==> config.mk <==
export PLATFORM = sky130hd
export DESIGN_NAME = scal_top
export DESIGN_NICKNAME = d
export VERILOG_FILES = /design/src/verilog/scal_gap_calc.v /design/src/verilog/scal_top.v
export VERILOG_INCLUDE_DIRS = /design/src /design/src/verilog
export SDC_FILE = /design/constraint.sdc
export NUM_CORES = 2
export LEC_CHECK = 0
export BUFFER_PORTS_ARGS = -buffer_cell sky130_fd_sc_hd__buf_4
export CAP_MARGIN = 5
export CELL_PAD_IN_SITES_DETAIL_PLACEMENT = 0
export CELL_PAD_IN_SITES_GLOBAL_PLACEMENT = 1
export CORE_MARGIN = 2
export CORE_UTILIZATION = 47
export CTS_BUF_LIST = sky130_fd_sc_hd__clkbuf_8
export DETAILED_ROUTE_END_ITERATION = 8
export GPL_ROUTABILITY_DRIVEN = 0
export PLACE_DENSITY = 0.91
export SLEW_MARGIN = 40
export SYNTH_ARGS = -nofsm -noshare
export SYNTH_HDL_FRONTEND = slang
export SYNTH_SLANG_ARGS = --single-unit
==> constraint.sdc <==
create_clock -name core_clk -period 19 [get_ports core_clk]
set_input_delay 3.8 -clock core_clk [delete_from_list [all_inputs] [get_ports core_clk]]
set_output_delay 3.8 -clock core_clk [all_outputs]
set_load 0.01 [all_outputs]
==> src/verilog/scal_defines.vh <==
`ifndef SCAL_DEFINES_VH
`define SCAL_DEFINES_VH

// ****************************************
// mode byte field positions
// ****************************************
`define SCAL_MODE_DIGITAL_BIT 6
`define SCAL_MODE_ALARM_BIT   5
`define SCAL_MODE_STEER_BIT   4
`define SCAL_MODE_VOUT_BIT    2
`define SCAL_MODE_IOUT_BIT    0

// ****************************************
// coarse byte and shared trim byte fields
// ****************************************
`define SCAL_COARSE_GAIN_SEL_MSB     2
`define SCAL_COARSE_OFFSET_SEL_MSB     7
`define SCAL_COARSE_OFFSET_SEL_LSB     3
`define SCAL_GN_HI_LSB    0
`define SCAL_OF_HI_LSB    2

// ****************************************
// segment count byte codes
// ****************************************
`define SCAL_SEG_FIXED    4'hf
`define SCAL_SEG_ONE      4'he
`define SCAL_SEG_TWO      4'hc
`define SCAL_SEG_THREE    4'ha
`define SCAL_SEG_FOUR     4'h8
`define SCAL_SEG_FIVE     4'h6
`define SCAL_GAP_FIXED    4'h0
`define SCAL_GAP_TWO      4'h5
`define SCAL_GAP_THREE    4'h8
`define SCAL_GAP_FOUR     4'hb

// ****************************************
// alarm and steering source codes
// ****************************************
`define SCAL_SRC_TEMP     4'h2
`define SCAL_SRC_IAMP     4'h6
`define SCAL_SRC_GAIN     4'h0
`define SCAL_SRC_VOUT     4'h3
`define SCAL_SRC_AUX1     4'h4
`define SCAL_SRC_AUX2     4'h5

// ****************************************
// arithmetic constants and reset values
// ****************************************
`define SCAL_FILTER_MAX   4'h6
`define SCAL_TC_SHIFT     8
`define SCAL_PC_FRAC_BITS 10
`define SCAL_CODE_MAX     10'h3ff
`define SCAL_RST_CODE     10'h000

`endif

==> src/verilog/scal_gap_calc.v <==
`timescale 1ns/1ps
`include "scal_defines.vh"

// ****************************************
// one dac code from trim and per-gap coefficients
// ****************************************
module scal_gap_calc #(
    parameter TC_SHIFT = `SCAL_TC_SHIFT
) (
    input  wire        core_clk,
    input  wire        rst_n,
    input  wire        tc_enable,
    input  wire [9:0]  trim,
    input  wire [47:0] coeff,
    input  wire [29:0] breakpoints,
    input  wire [9:0]  temp,
    input  wire [1:0]  gap,
    output wire [9:0]  code
);
    reg  [9:0]         code_ff;
    wire [39:0]        bp_ext;
    wire signed [23:0] psum [0:4];
    reg  [9:0]         nxt_code;

    // top entry only pads the last gap, it is never a lower bound
    assign bp_ext  = {`SCAL_CODE_MAX, breakpoints};
    assign psum[0] = {14'h0000, trim};

    genvar k;
    generate
        for (k = 0; k < 4; k = k + 1)
        begin : g_gap
            wire [10:0]        mag;
            wire               up;
            wire [9:0]         lo;
            wire [9:0]         hi;
            wire [9:0]         d;
            wire [20:0]        prod;
            wire [20:0]        scaled;
            wire signed [23:0] term;
            assign mag = coeff[12*k+10 -: 11];
            // first gap counts down from its upper breakpoint, so its sign is flipped
            assign up  = (k == 0) ? coeff[12*k+11] : ~coeff[12*k+11];
            if (k == 0)
            begin : g_first
                assign lo = 10'h000;
                assign hi = bp_ext[9:0];
                assign d  = (gap == 2'h0) ? (hi - temp) : 10'h000;
            end
            else
            begin : g_next
                assign lo = bp_ext[10*k-1 -: 10];
                assign hi = bp_ext[10*k+9 -: 10];
                assign d  = (gap > k) ? (hi - lo) :
                            (gap == k) ? (temp - lo) : 10'h000;
            end
            assign prod   = mag * d;
            assign scaled = prod >> TC_SHIFT;
            assign term   = up ? $signed({3'h0, scaled}) : -$signed({3'h0, scaled});
            assign psum[k+1] = psum[k] + term;
        end
    endgenerate

    always @*
    begin
        if (!tc_enable)
            nxt_code = trim;
        else if (psum[4] < 0)
            nxt_code = 10'h000;
        else if (psum[4] > $signed({14'h0000, `SCAL_CODE_MAX}))
            nxt_code = `SCAL_CODE_MAX;
        else
            nxt_code = psum[4][9:0];
    end

    // recomputed on every edge with no trigger
    always @(posedge core_clk)
    begin
        if (!rst_n)
            code_ff <= `SCAL_RST_CODE;
        else
            code_ff <= nxt_code;
    end

    assign code = code_ff;
endmodule

==> src/verilog/scal_top.v <==
`timescale 1ns/1ps
`include "scal_defines.vh"

module scal_top #(
    parameter TC_SHIFT = `SCAL_TC_SHIFT
) (
    input  wire        core_clk,
    input  wire        rst_n,
    input  wire [7:0]  cfg_mode_byte,
    input  wire [7:0]  cfg_coarse_byte,
    input  wire [7:0]  cfg_gain_trim_lo,
    input  wire [7:0]  cfg_offset_trim_lo,
    input  wire [7:0]  cfg_trim_hi_byte,
    input  wire [3:0]  cfg_filter_factor,
    input  wire [7:0]  segment_count_byte,
    input  wire [29:0] temp_breakpoints,
    input  wire [47:0] gain_temp_coeff,
    input  wire [47:0] offset_temp_coeff,
    input  wire [31:0] signal_breakpoint_hi,
    input  wire [31:0] signal_breakpoint_lo,
    input  wire [59:0] signal_slope_coeff,
    input  wire [49:0] signal_ordinate,
    input  wire [7:0]  alarm_low_limit,
    input  wire [7:0]  alarm_low_level,
    input  wire [7:0]  alarm_high_limit,
    input  wire [7:0]  alarm_high_level,
    input  wire [7:0]  alarm_ctrl_byte,
    input  wire [7:0]  steer_ctrl_byte,
    input  wire [7:0]  steer_level1,
    input  wire [7:0]  steer_level2,
    input  wire [7:0]  steer_level3,
    input  wire [9:0]  temp_meas,
    input  wire        temp_meas_valid,
    input  wire [9:0]  signal_meas,
    input  wire        signal_meas_valid,
    input  wire [9:0]  instrument_amp_signal,
    input  wire [9:0]  gain_stage_signal,
    input  wire [9:0]  voltage_output_signal,
    input  wire [9:0]  aux_pin_one_level,
    input  wire [9:0]  aux_pin_two_level,
    output wire [9:0]  gain_dac_code,
    output wire [9:0]  offset_dac_code,
    output wire [2:0]  coarse_gain_sel,
    output wire [4:0]  coarse_offset_sel,
    output wire [9:0]  filtered_temp,
    output wire [1:0]  temp_gap,
    output wire [2:0]  signal_segment,
    output wire [9:0]  output_code,
    output wire        output_digital,
    output wire        alarm_low,
    output wire        alarm_high,
    output wire        aux_pin_one_out,
    output wire        aux_pin_one_oe_n,
    output wire        aux_pin_two_out,
    output wire        aux_pin_two_oe_n
);
    // ****************************************
    // state
    // ****************************************
    reg  [9:0]  filt_ff;
    reg  [1:0]  gap_ff;
    reg  [9:0]  sig_ff;
    reg  [2:0]  seg_ff;
    reg  [2:0]  coarse_gain_sel_ff;
    reg  [4:0]  coarse_offset_sel_ff;
    reg  [9:0]  out_ff;
    reg         digital_ff;
    reg         alarm_low_ff;
    reg         alarm_high_ff;
    reg  [1:0]  steer_ff;
    reg         steer_oe_n_ff;

    reg  [9:0]  nxt_filt;
    reg  [2:0]  ngap;
    reg  [2:0]  nseg;
    reg         seg_fixed;
    reg  [2:0]  seg_cap;
    reg  [9:0]  seg_base;
    reg  [9:0]  nxt_out;
    reg  [9:0]  corrected;
    reg  [9:0]  alarm_src;
    reg  [9:0]  steer_src;

    wire        digital_mode;
    wire        alarm_on;
    wire        steer_on;
    wire        current_only;
    wire [9:0]  gain_trim;
    wire [9:0]  offset_trim;
    wire [3:0]  filter_n;
    wire [10:0] filt_diff;
    wire [9:0]  filt_step_up;
    wire [9:0]  filt_step_dn;
    wire [1:0]  nxt_gap;
    wire [3:0]  above;
    wire [2:0]  nxt_seg;
    wire [11:0] slope;
    wire [9:0]  ordinate;
    wire [9:0]  seg_diff;
    wire [20:0] seg_prod;
    wire [10:0] seg_scaled;
    wire signed [12:0] seg_sum;
    wire        nxt_alarm_low;
    wire        nxt_alarm_high;
    wire [1:0]  nxt_steer;

    // ****************************************
    // mode decode
    // ****************************************
    assign digital_mode = cfg_mode_byte[`SCAL_MODE_DIGITAL_BIT];
    // steering wins so the shared comparator is never claimed twice
    assign steer_on     = cfg_mode_byte[`SCAL_MODE_STEER_BIT];
    assign alarm_on     = cfg_mode_byte[`SCAL_MODE_ALARM_BIT] & ~steer_on;
    assign current_only = cfg_mode_byte[`SCAL_MODE_IOUT_BIT] & ~cfg_mode_byte[`SCAL_MODE_VOUT_BIT];

    // ****************************************
    // trims
    // ****************************************
    assign gain_trim   = {cfg_trim_hi_byte[`SCAL_GN_HI_LSB+1:`SCAL_GN_HI_LSB], cfg_gain_trim_lo};
    assign offset_trim = {cfg_trim_hi_byte[`SCAL_OF_HI_LSB+1:`SCAL_OF_HI_LSB], cfg_offset_trim_lo};

    // ****************************************
    // temperature filter
    // ****************************************
    assign filter_n     = (cfg_filter_factor > `SCAL_FILTER_MAX) ? `SCAL_FILTER_MAX : cfg_filter_factor;
    assign filt_diff    = {1'b0, temp_meas} - {1'b0, filt_ff};
    assign filt_step_up = filt_diff[9:0] >> filter_n;
    assign filt_step_dn = (filt_ff - temp_meas) >> filter_n;

    always @*
    begin
        nxt_filt = filt_ff;
        if (temp_meas_valid)
        begin
            if (temp_meas > filt_ff)
                nxt_filt = filt_ff + filt_step_up;
            else
                nxt_filt = filt_ff - filt_step_dn;
        end
    end

    // ****************************************
    // gap and segment count decode
    // ****************************************
    always @*
    begin
        case (segment_count_byte[3:0])
            `SCAL_GAP_TWO:   ngap = 3'h2;
            `SCAL_GAP_THREE: ngap = 3'h3;
            `SCAL_GAP_FOUR:  ngap = 3'h4;
            default:         ngap = 3'h1;
        endcase
        seg_fixed = 1'b0;
        case (segment_count_byte[7:4])
            `SCAL_SEG_ONE:   nseg = 3'h1;
            `SCAL_SEG_TWO:   nseg = 3'h2;
            `SCAL_SEG_THREE: nseg = 3'h3;
            `SCAL_SEG_FOUR:  nseg = 3'h4;
            `SCAL_SEG_FIVE:  nseg = 3'h5;
            default:
            begin
                nseg      = 3'h1;
                seg_fixed = 1'b1;
            end
        endcase
        // shared coefficient storage caps segments by gap count
        case (ngap)
            3'h2:    seg_cap = 3'h3;
            3'h3:    seg_cap = 3'h2;
            3'h4:    seg_cap = 3'h0;
            default: seg_cap = 3'h5;
        endcase
        if (seg_cap == 3'h0)
            seg_fixed = 1'b1;
        else if (nseg > seg_cap)
            nseg = seg_cap;
    end

    // ****************************************
    // temperature gap select
    // ****************************************
    assign nxt_gap = {1'b0, (filt_ff >= temp_breakpoints[9:0]) && (ngap >= 3'h2)} +
                     {1'b0, (filt_ff >= temp_breakpoints[19:10]) && (ngap >= 3'h3)} +
                     {1'b0, (filt_ff >= temp_breakpoints[29:20]) && (ngap >= 3'h4)};

    // ****************************************
    // gain and offset codes
    // ****************************************
    scal_gap_calc #(
        .TC_SHIFT (TC_SHIFT)
    ) u_gain (
        .core_clk    (core_clk),
        .rst_n       (rst_n),
        .tc_enable   (ngap != 3'h1),
        .trim        (gain_trim),
        .coeff       (gain_temp_coeff),
        .breakpoints (temp_breakpoints),
        .temp        (filt_ff),
        .gap         (gap_ff),
        .code        (gain_dac_code)
    );

    scal_gap_calc #(
        .TC_SHIFT (TC_SHIFT)
    ) u_offset (
        .core_clk    (core_clk),
        .rst_n       (rst_n),
        .tc_enable   (ngap != 3'h1),
        .trim        (offset_trim),
        .coeff       (offset_temp_coeff),
        .breakpoints (temp_breakpoints),
        .temp        (filt_ff),
        .gap         (gap_ff),
        .code        (offset_dac_code)
    );

    // ****************************************
    // signal segment select
    // ****************************************
    genvar j;
    generate
        for (j = 0; j < 4; j = j + 1)
        begin : g_seg
            wire [9:0] bp;
            assign bp       = {signal_breakpoint_hi[8*j+1:8*j], signal_breakpoint_lo[8*j+7:8*j]};
            assign above[j] = (j < nseg - 3'h1) && (sig_ff >= bp);
        end
    endgenerate

    assign nxt_seg = {2'h0, above[0]} + {2'h0, above[1]} + {2'h0, above[2]} + {2'h0, above[3]};

    always @*
    begin
        case (seg_ff)
            3'h1:    seg_base = {signal_breakpoint_hi[1:0], signal_breakpoint_lo[7:0]};
            3'h2:    seg_base = {signal_breakpoint_hi[9:8], signal_breakpoint_lo[15:8]};
            3'h3:    seg_base = {signal_breakpoint_hi[17:16], signal_breakpoint_lo[23:16]};
            3'h4:    seg_base = {signal_breakpoint_hi[25:24], signal_breakpoint_lo[31:24]};
            default: seg_base = 10'h000;
        endcase
    end

    // ****************************************
    // signal correction
    // ****************************************
    assign slope      = signal_slope_coeff[seg_ff*12 +: 12];
    assign ordinate   = signal_ordinate[seg_ff*10 +: 10];
    assign seg_diff   = (sig_ff > seg_base) ? (sig_ff - seg_base) : 10'h000;
    assign seg_prod   = seg_diff * slope[10:0];
    assign seg_scaled = seg_prod[`SCAL_PC_FRAC_BITS+10:`SCAL_PC_FRAC_BITS];
    assign seg_sum    = slope[11] ? $signed({3'h0, ordinate}) - $signed({2'h0, seg_scaled})
                                  : $signed({3'h0, ordinate}) + $signed({2'h0, seg_scaled});

    always @*
    begin
        if (seg_fixed)
            corrected = sig_ff;
        else if (seg_sum < 0)
            corrected = 10'h000;
        else if (seg_sum > $signed({3'h0, `SCAL_CODE_MAX}))
            corrected = `SCAL_CODE_MAX;
        else
            corrected = seg_sum[9:0];
    end

    // ****************************************
    // alarm and steering sources
    // ****************************************
    always @*
    begin
        case (alarm_ctrl_byte[7:4])
            `SCAL_SRC_TEMP: alarm_src = filt_ff;
            `SCAL_SRC_IAMP: alarm_src = instrument_amp_signal;
            `SCAL_SRC_VOUT: alarm_src = voltage_output_signal;
            `SCAL_SRC_AUX1: alarm_src = aux_pin_one_level;
            `SCAL_SRC_AUX2: alarm_src = aux_pin_two_level;
            default:        alarm_src = gain_stage_signal;
        endcase
        case (steer_ctrl_byte[7:4])
            `SCAL_SRC_TEMP: steer_src = filt_ff;
            `SCAL_SRC_IAMP: steer_src = instrument_amp_signal;
            `SCAL_SRC_VOUT: steer_src = voltage_output_signal;
            default:        steer_src = gain_stage_signal;
        endcase
    end

    // all-zero alarm bytes never trip the low side; the enable bit guards the high side
    assign nxt_alarm_low  = alarm_on && (alarm_src[9:2] < alarm_low_limit);
    assign nxt_alarm_high = alarm_on && (alarm_src[9:2] > alarm_high_limit);
    assign nxt_steer      = {1'b0, steer_src[9:2] >= steer_level1} + {1'b0, steer_src[9:2] >= steer_level2} +
                            {1'b0, steer_src[9:2] >= steer_level3};

    // ****************************************
    // output select
    // ****************************************
    always @*
    begin
        if (nxt_alarm_low)
            nxt_out = {alarm_low_level, 2'h0};
        else if (nxt_alarm_high)
            nxt_out = {alarm_high_level, 2'h0};
        else if (digital_mode)
            nxt_out = corrected;
        else
            nxt_out = sig_ff;
    end

    // ****************************************
    // registers
    // ****************************************
    always @(posedge core_clk)
    begin
        if (!rst_n)
        begin
            filt_ff       <= `SCAL_RST_CODE;
            gap_ff        <= 2'h0;
            sig_ff        <= `SCAL_RST_CODE;
            seg_ff        <= 3'h0;
            coarse_gain_sel_ff       <= 3'h0;
            coarse_offset_sel_ff       <= 5'h00;
            out_ff        <= `SCAL_RST_CODE;
            digital_ff    <= 1'b0;
            alarm_low_ff  <= 1'b0;
            alarm_high_ff <= 1'b0;
            steer_ff      <= 2'h0;
            steer_oe_n_ff <= 1'b1;
        end
        else
        begin
            filt_ff       <= nxt_filt;
            gap_ff        <= nxt_gap;
            if (signal_meas_valid)
                sig_ff <= signal_meas;
            seg_ff        <= seg_fixed ? 3'h0 : nxt_seg;
            // current output has only two coarse gain bits
            coarse_gain_sel_ff       <= {cfg_coarse_byte[`SCAL_COARSE_GAIN_SEL_MSB] & ~current_only,
                              cfg_coarse_byte[`SCAL_COARSE_GAIN_SEL_MSB-1:0]};
            coarse_offset_sel_ff       <= cfg_coarse_byte[`SCAL_COARSE_OFFSET_SEL_MSB:`SCAL_COARSE_OFFSET_SEL_LSB];
            out_ff        <= nxt_out;
            digital_ff    <= digital_mode | nxt_alarm_low | nxt_alarm_high;
            alarm_low_ff  <= nxt_alarm_low;
            alarm_high_ff <= nxt_alarm_high;
            steer_ff      <= steer_on ? nxt_steer : 2'h0;
            steer_oe_n_ff <= ~steer_on;
        end
    end

    // ****************************************
    // outputs
    // ****************************************
    assign coarse_gain_sel   = coarse_gain_sel_ff;
    assign coarse_offset_sel = coarse_offset_sel_ff;
    assign filtered_temp     = filt_ff;
    assign temp_gap          = gap_ff;
    assign signal_segment    = seg_ff;
    assign output_code       = out_ff;
    assign output_digital    = digital_ff;
    assign alarm_low         = alarm_low_ff;
    assign alarm_high        = alarm_high_ff;
    assign aux_pin_one_out   = steer_ff[0];
    assign aux_pin_two_out   = steer_ff[1];
    // pins float as analog inputs unless steering drives them
    assign aux_pin_one_oe_n  = steer_oe_n_ff;
    assign aux_pin_two_oe_n  = steer_oe_n_ff;
endmodule
==> impl_metrics.py <==
metrics = {
    "placed_design": {
        "detailed_place_hpwl_mm": 134,
        "io_buffers": 508,
    },
    "die": {
        "ioPinCount": 558,
        "coreArea_um2": 110000,
        "start_util_pct": 47.3,
        "die_w_um": 337,
        "rows": 122,
        "die_h_um": 337,
        "design.die.area_um2": 114000,
    },
    "critical_path": {
        "worstPathArrival_ns": 16.99,
        "endpoint_kind": "flip-flop",
        "path_class": "primary input to flip-flop",
        "critical-path-slowest-cell": "nor4_4",
        "worst_ep_required_time_ns": 19.32,
        "crit_top_cell": "fa_1",
        "slowest_delay_ns": 0.62,
        "worstPathMaxFanout": 22,
        "worstSetupStartpointType": "primary input",
    },
    "cts": {
        "clockBufferDepth": 2,
        "numCtsBuffers": 9,
        "cts.clk_slew.worst_paths_ns": 0.11,
        "cts_root_buffer": "clkbuf_8",
        "clock_sinks": 69,
        "cts_setup_buffers": 0,
        "htree_levels": 3,
        "ctsResizeCount": 0,
        "cts_hold_buf": 0,
        "clk_latency_ns": 0.49,
        "cts_tree": "done",
    },
    "sta": {
        "hold_viol_final": 0,
        "finalCritPeriodShare_pct": 87.7,
        "max_freq_mhz": 60.0,
        "setup_viol": 0,
        "fin_setup_tns_ns": 0,
        "relSlewSlack_pct": 38.6,
        "timing.final.max_slew_violations": 0,
        "whs_ns": 0.595,
        "period_minus_slack_ns": 16.67,
        "grt_setup_unrepaired": "no",
        "fin_skew_ns": 0.0369,
        "worst_pin_slew_ns": 0.914,
    },
    "detailed_routing": {
        "wl_per_cell_um": 19.5,
        "routed_wl_mm": 160,
        "drc": 0,
        "vias": 46126,
        "dr.pass1.iters": 6,
        "drt_iter0_drc": 3156,
        "routed_via_density": 5.60,
        "antenna_left": 0,
    },
    "finish": {
        "mostFrequentLayoutCells": "inv_1 (1016), ha_1 (770), fa_1 (740), nand2_1 (680), buf_4 (573)",
        "fin_util_pct": 52.2,
        "seqCellArea_um2": 1390,
        "fill_cells": 10516,
        "multi_input_comb_area_um2": 46000,
        "finish.net_count": 8730,
        "drive_gt1_share_pct": 10.7,
        "area_growth_pct": 10.4,
        "final_common_cell": "inv_1",
    },
    "grt": {
        "overflow": 0,
        "grt_pass1_vias": 45856,
        "track_usage_pct": 28.1,
        "grt_pass1_wl_mm": 251,
        "grt_max_degree": 87,
        "antenna_found_initial": 29,
    },
    "logic_synthesis": {
        "async_reset_ff_share_pct": 0,
        "ys_ff_latch": 69,
        "syn-cell-area_um2": 52200,
        "ys.warnings.count": 0,
        "synth_cell_type_count": 112,
        "syn_avg_cell_area_um2": 8.11,
        "ys.flop_type": "dfxtp_1",
        "yosysSeqAreaShare_pct": 2.65,
        "synthCells": 6436,
        "synth_edf_count": 0,
        "syn-num-nets": 8444,
    },
    "run_status": {
        "status": "completed",
    },
    "job": {
        "cap_violations": 0,
    },
    "hold_path": {
        "hp-class": "flip-flop to flip-flop",
    },
}
[final timing paths]
kind / slack, ns / startpoint / cells past startpoint / endpoint
setup / recovery: 2.33 / temp_breakpoints[11] / 48 / u_gain.code[1]$_SDFF_PN0_
hold / removal: 0.60 / sig_ff[0]$_SDFFE_PN0P_ / 2 / output_code[0]$_SDFF_PP0_
setup reg to reg: 5.26 / filtered_temp[1]$_SDFFE_PN0P_ / 46 / u_gain.code[1]$_SDFF_PN0_
hold reg to reg: 0.60 / sig_ff[0]$_SDFFE_PN0P_ / 2 / output_code[0]$_SDFF_PP0_
[registers in the layout (all words and copies together), names as in the netlist, 2 cells and up]
name               cells
u_offset.code         10
coarse_gain_sel        3
coarse_offset_sel      5
steer_ff               2
temp_gap               2
u_gain.code           10
output_code           10
sig_ff                10
filtered_temp         10
signal_segment         3
[layer usage]
layer / routed length [um] / track usage [%] / vias to the layer above
met4: 5690 / 9.26 / 30
met2: 72700 / 44.7 / 1593
met5: 193 / 0 / -
li1: - / - / 21793
met1: 68100 / 37.7 / 22431
met3: 13800 / 6.37 / 279
[cell usage after synthesis, types with 37 or more instances]
cell type | count | area share [%]
inv_1 | 1016 | 7.3
ha_1 | 770 | 18
fa_1 | 740 | 28
nand2_1 | 680 | 4.9
nor2_1 | 331 | 2.4
and2_1 | 316 | 3.8
a21oi_1 | 283 | 2.7
o21ai_0 | 204 | 2.0
clkbuf_1 | 194 | 1.4
xnor2_1 | 194 | 3.3
and3_1 | 146 | 1.7
nor2b_1 | 113 | 1.4
a21o_1 | 107 | 1.5
xor2_1 | 93 | 1.6
buf_1 | 82 | 0.59
mux2i_1 | 76 | 1.5
nand2b_1 | 73 | 0.87
nor3_1 | 70 | 0.67
dfxtp_1 | 69 | 2.6
nand3_1 | 60 | 0.58
o21a_1 | 59 | 0.85
a21boi_0 | 53 | 0.76
a31oi_1 | 40 | 0.48
nand4_1 | 40 | 0.48
or3_1 | 37 | 0.44
[final cells by class]
class                   instances  area share, %
diodes                         18         0.0782
flip-flops and latches         69           2.41
clock inverters                 7          0.185
well taps                    1488           3.23
multi-input cells            5047           79.7
inverters                    1021           6.65
repair buffers                574           7.49
clock buffers                   9          0.215
[through the flow]
stage               setup WS [ns]  std cells  area, um^2
floorplan                    3.62       6436       52200
global placement             1.92       8198       57300
detailed placement           2.08       8199       57300
CTS                          2.57       8215       57600
global route                 1.44       8227       57600
finish                       2.33       8233       57600
[logic make-up (layout without fill, tap and decap cells)]
group                      Yosys count  count (layout)  share of synthesized area (%)
and+or+nand+nor                   1989            1989                           19.1
adders and majority gates         1510            1510                           46.8
buffers and inverters             1320            1611                           9.62
AOI/OAI and AO/OA                 1162            1162                           14.9
xor gates and xnor gates           287             287                           4.82
muxes                               99              99                           2.06
DFF                                 69              69                           2.65
other                                0              18                              0
[critical path, delay by kind of cell]
family / cells / cell delay [ns]
adder cells (fa/ha/maj): 11 / 5.32
buffers and inverters: 5 / 0.70
multiplexers: 1 / 0.13
XOR/XNOR: 2 / 0.65
AND/OR/NAND/NOR: 10 / 2.24
AO/OA/AOI/OAI: 19 / 4.11
Power is not shown: default switching activity piles up to over one toggle a cycle in this logic, so the estimate is an artifact.
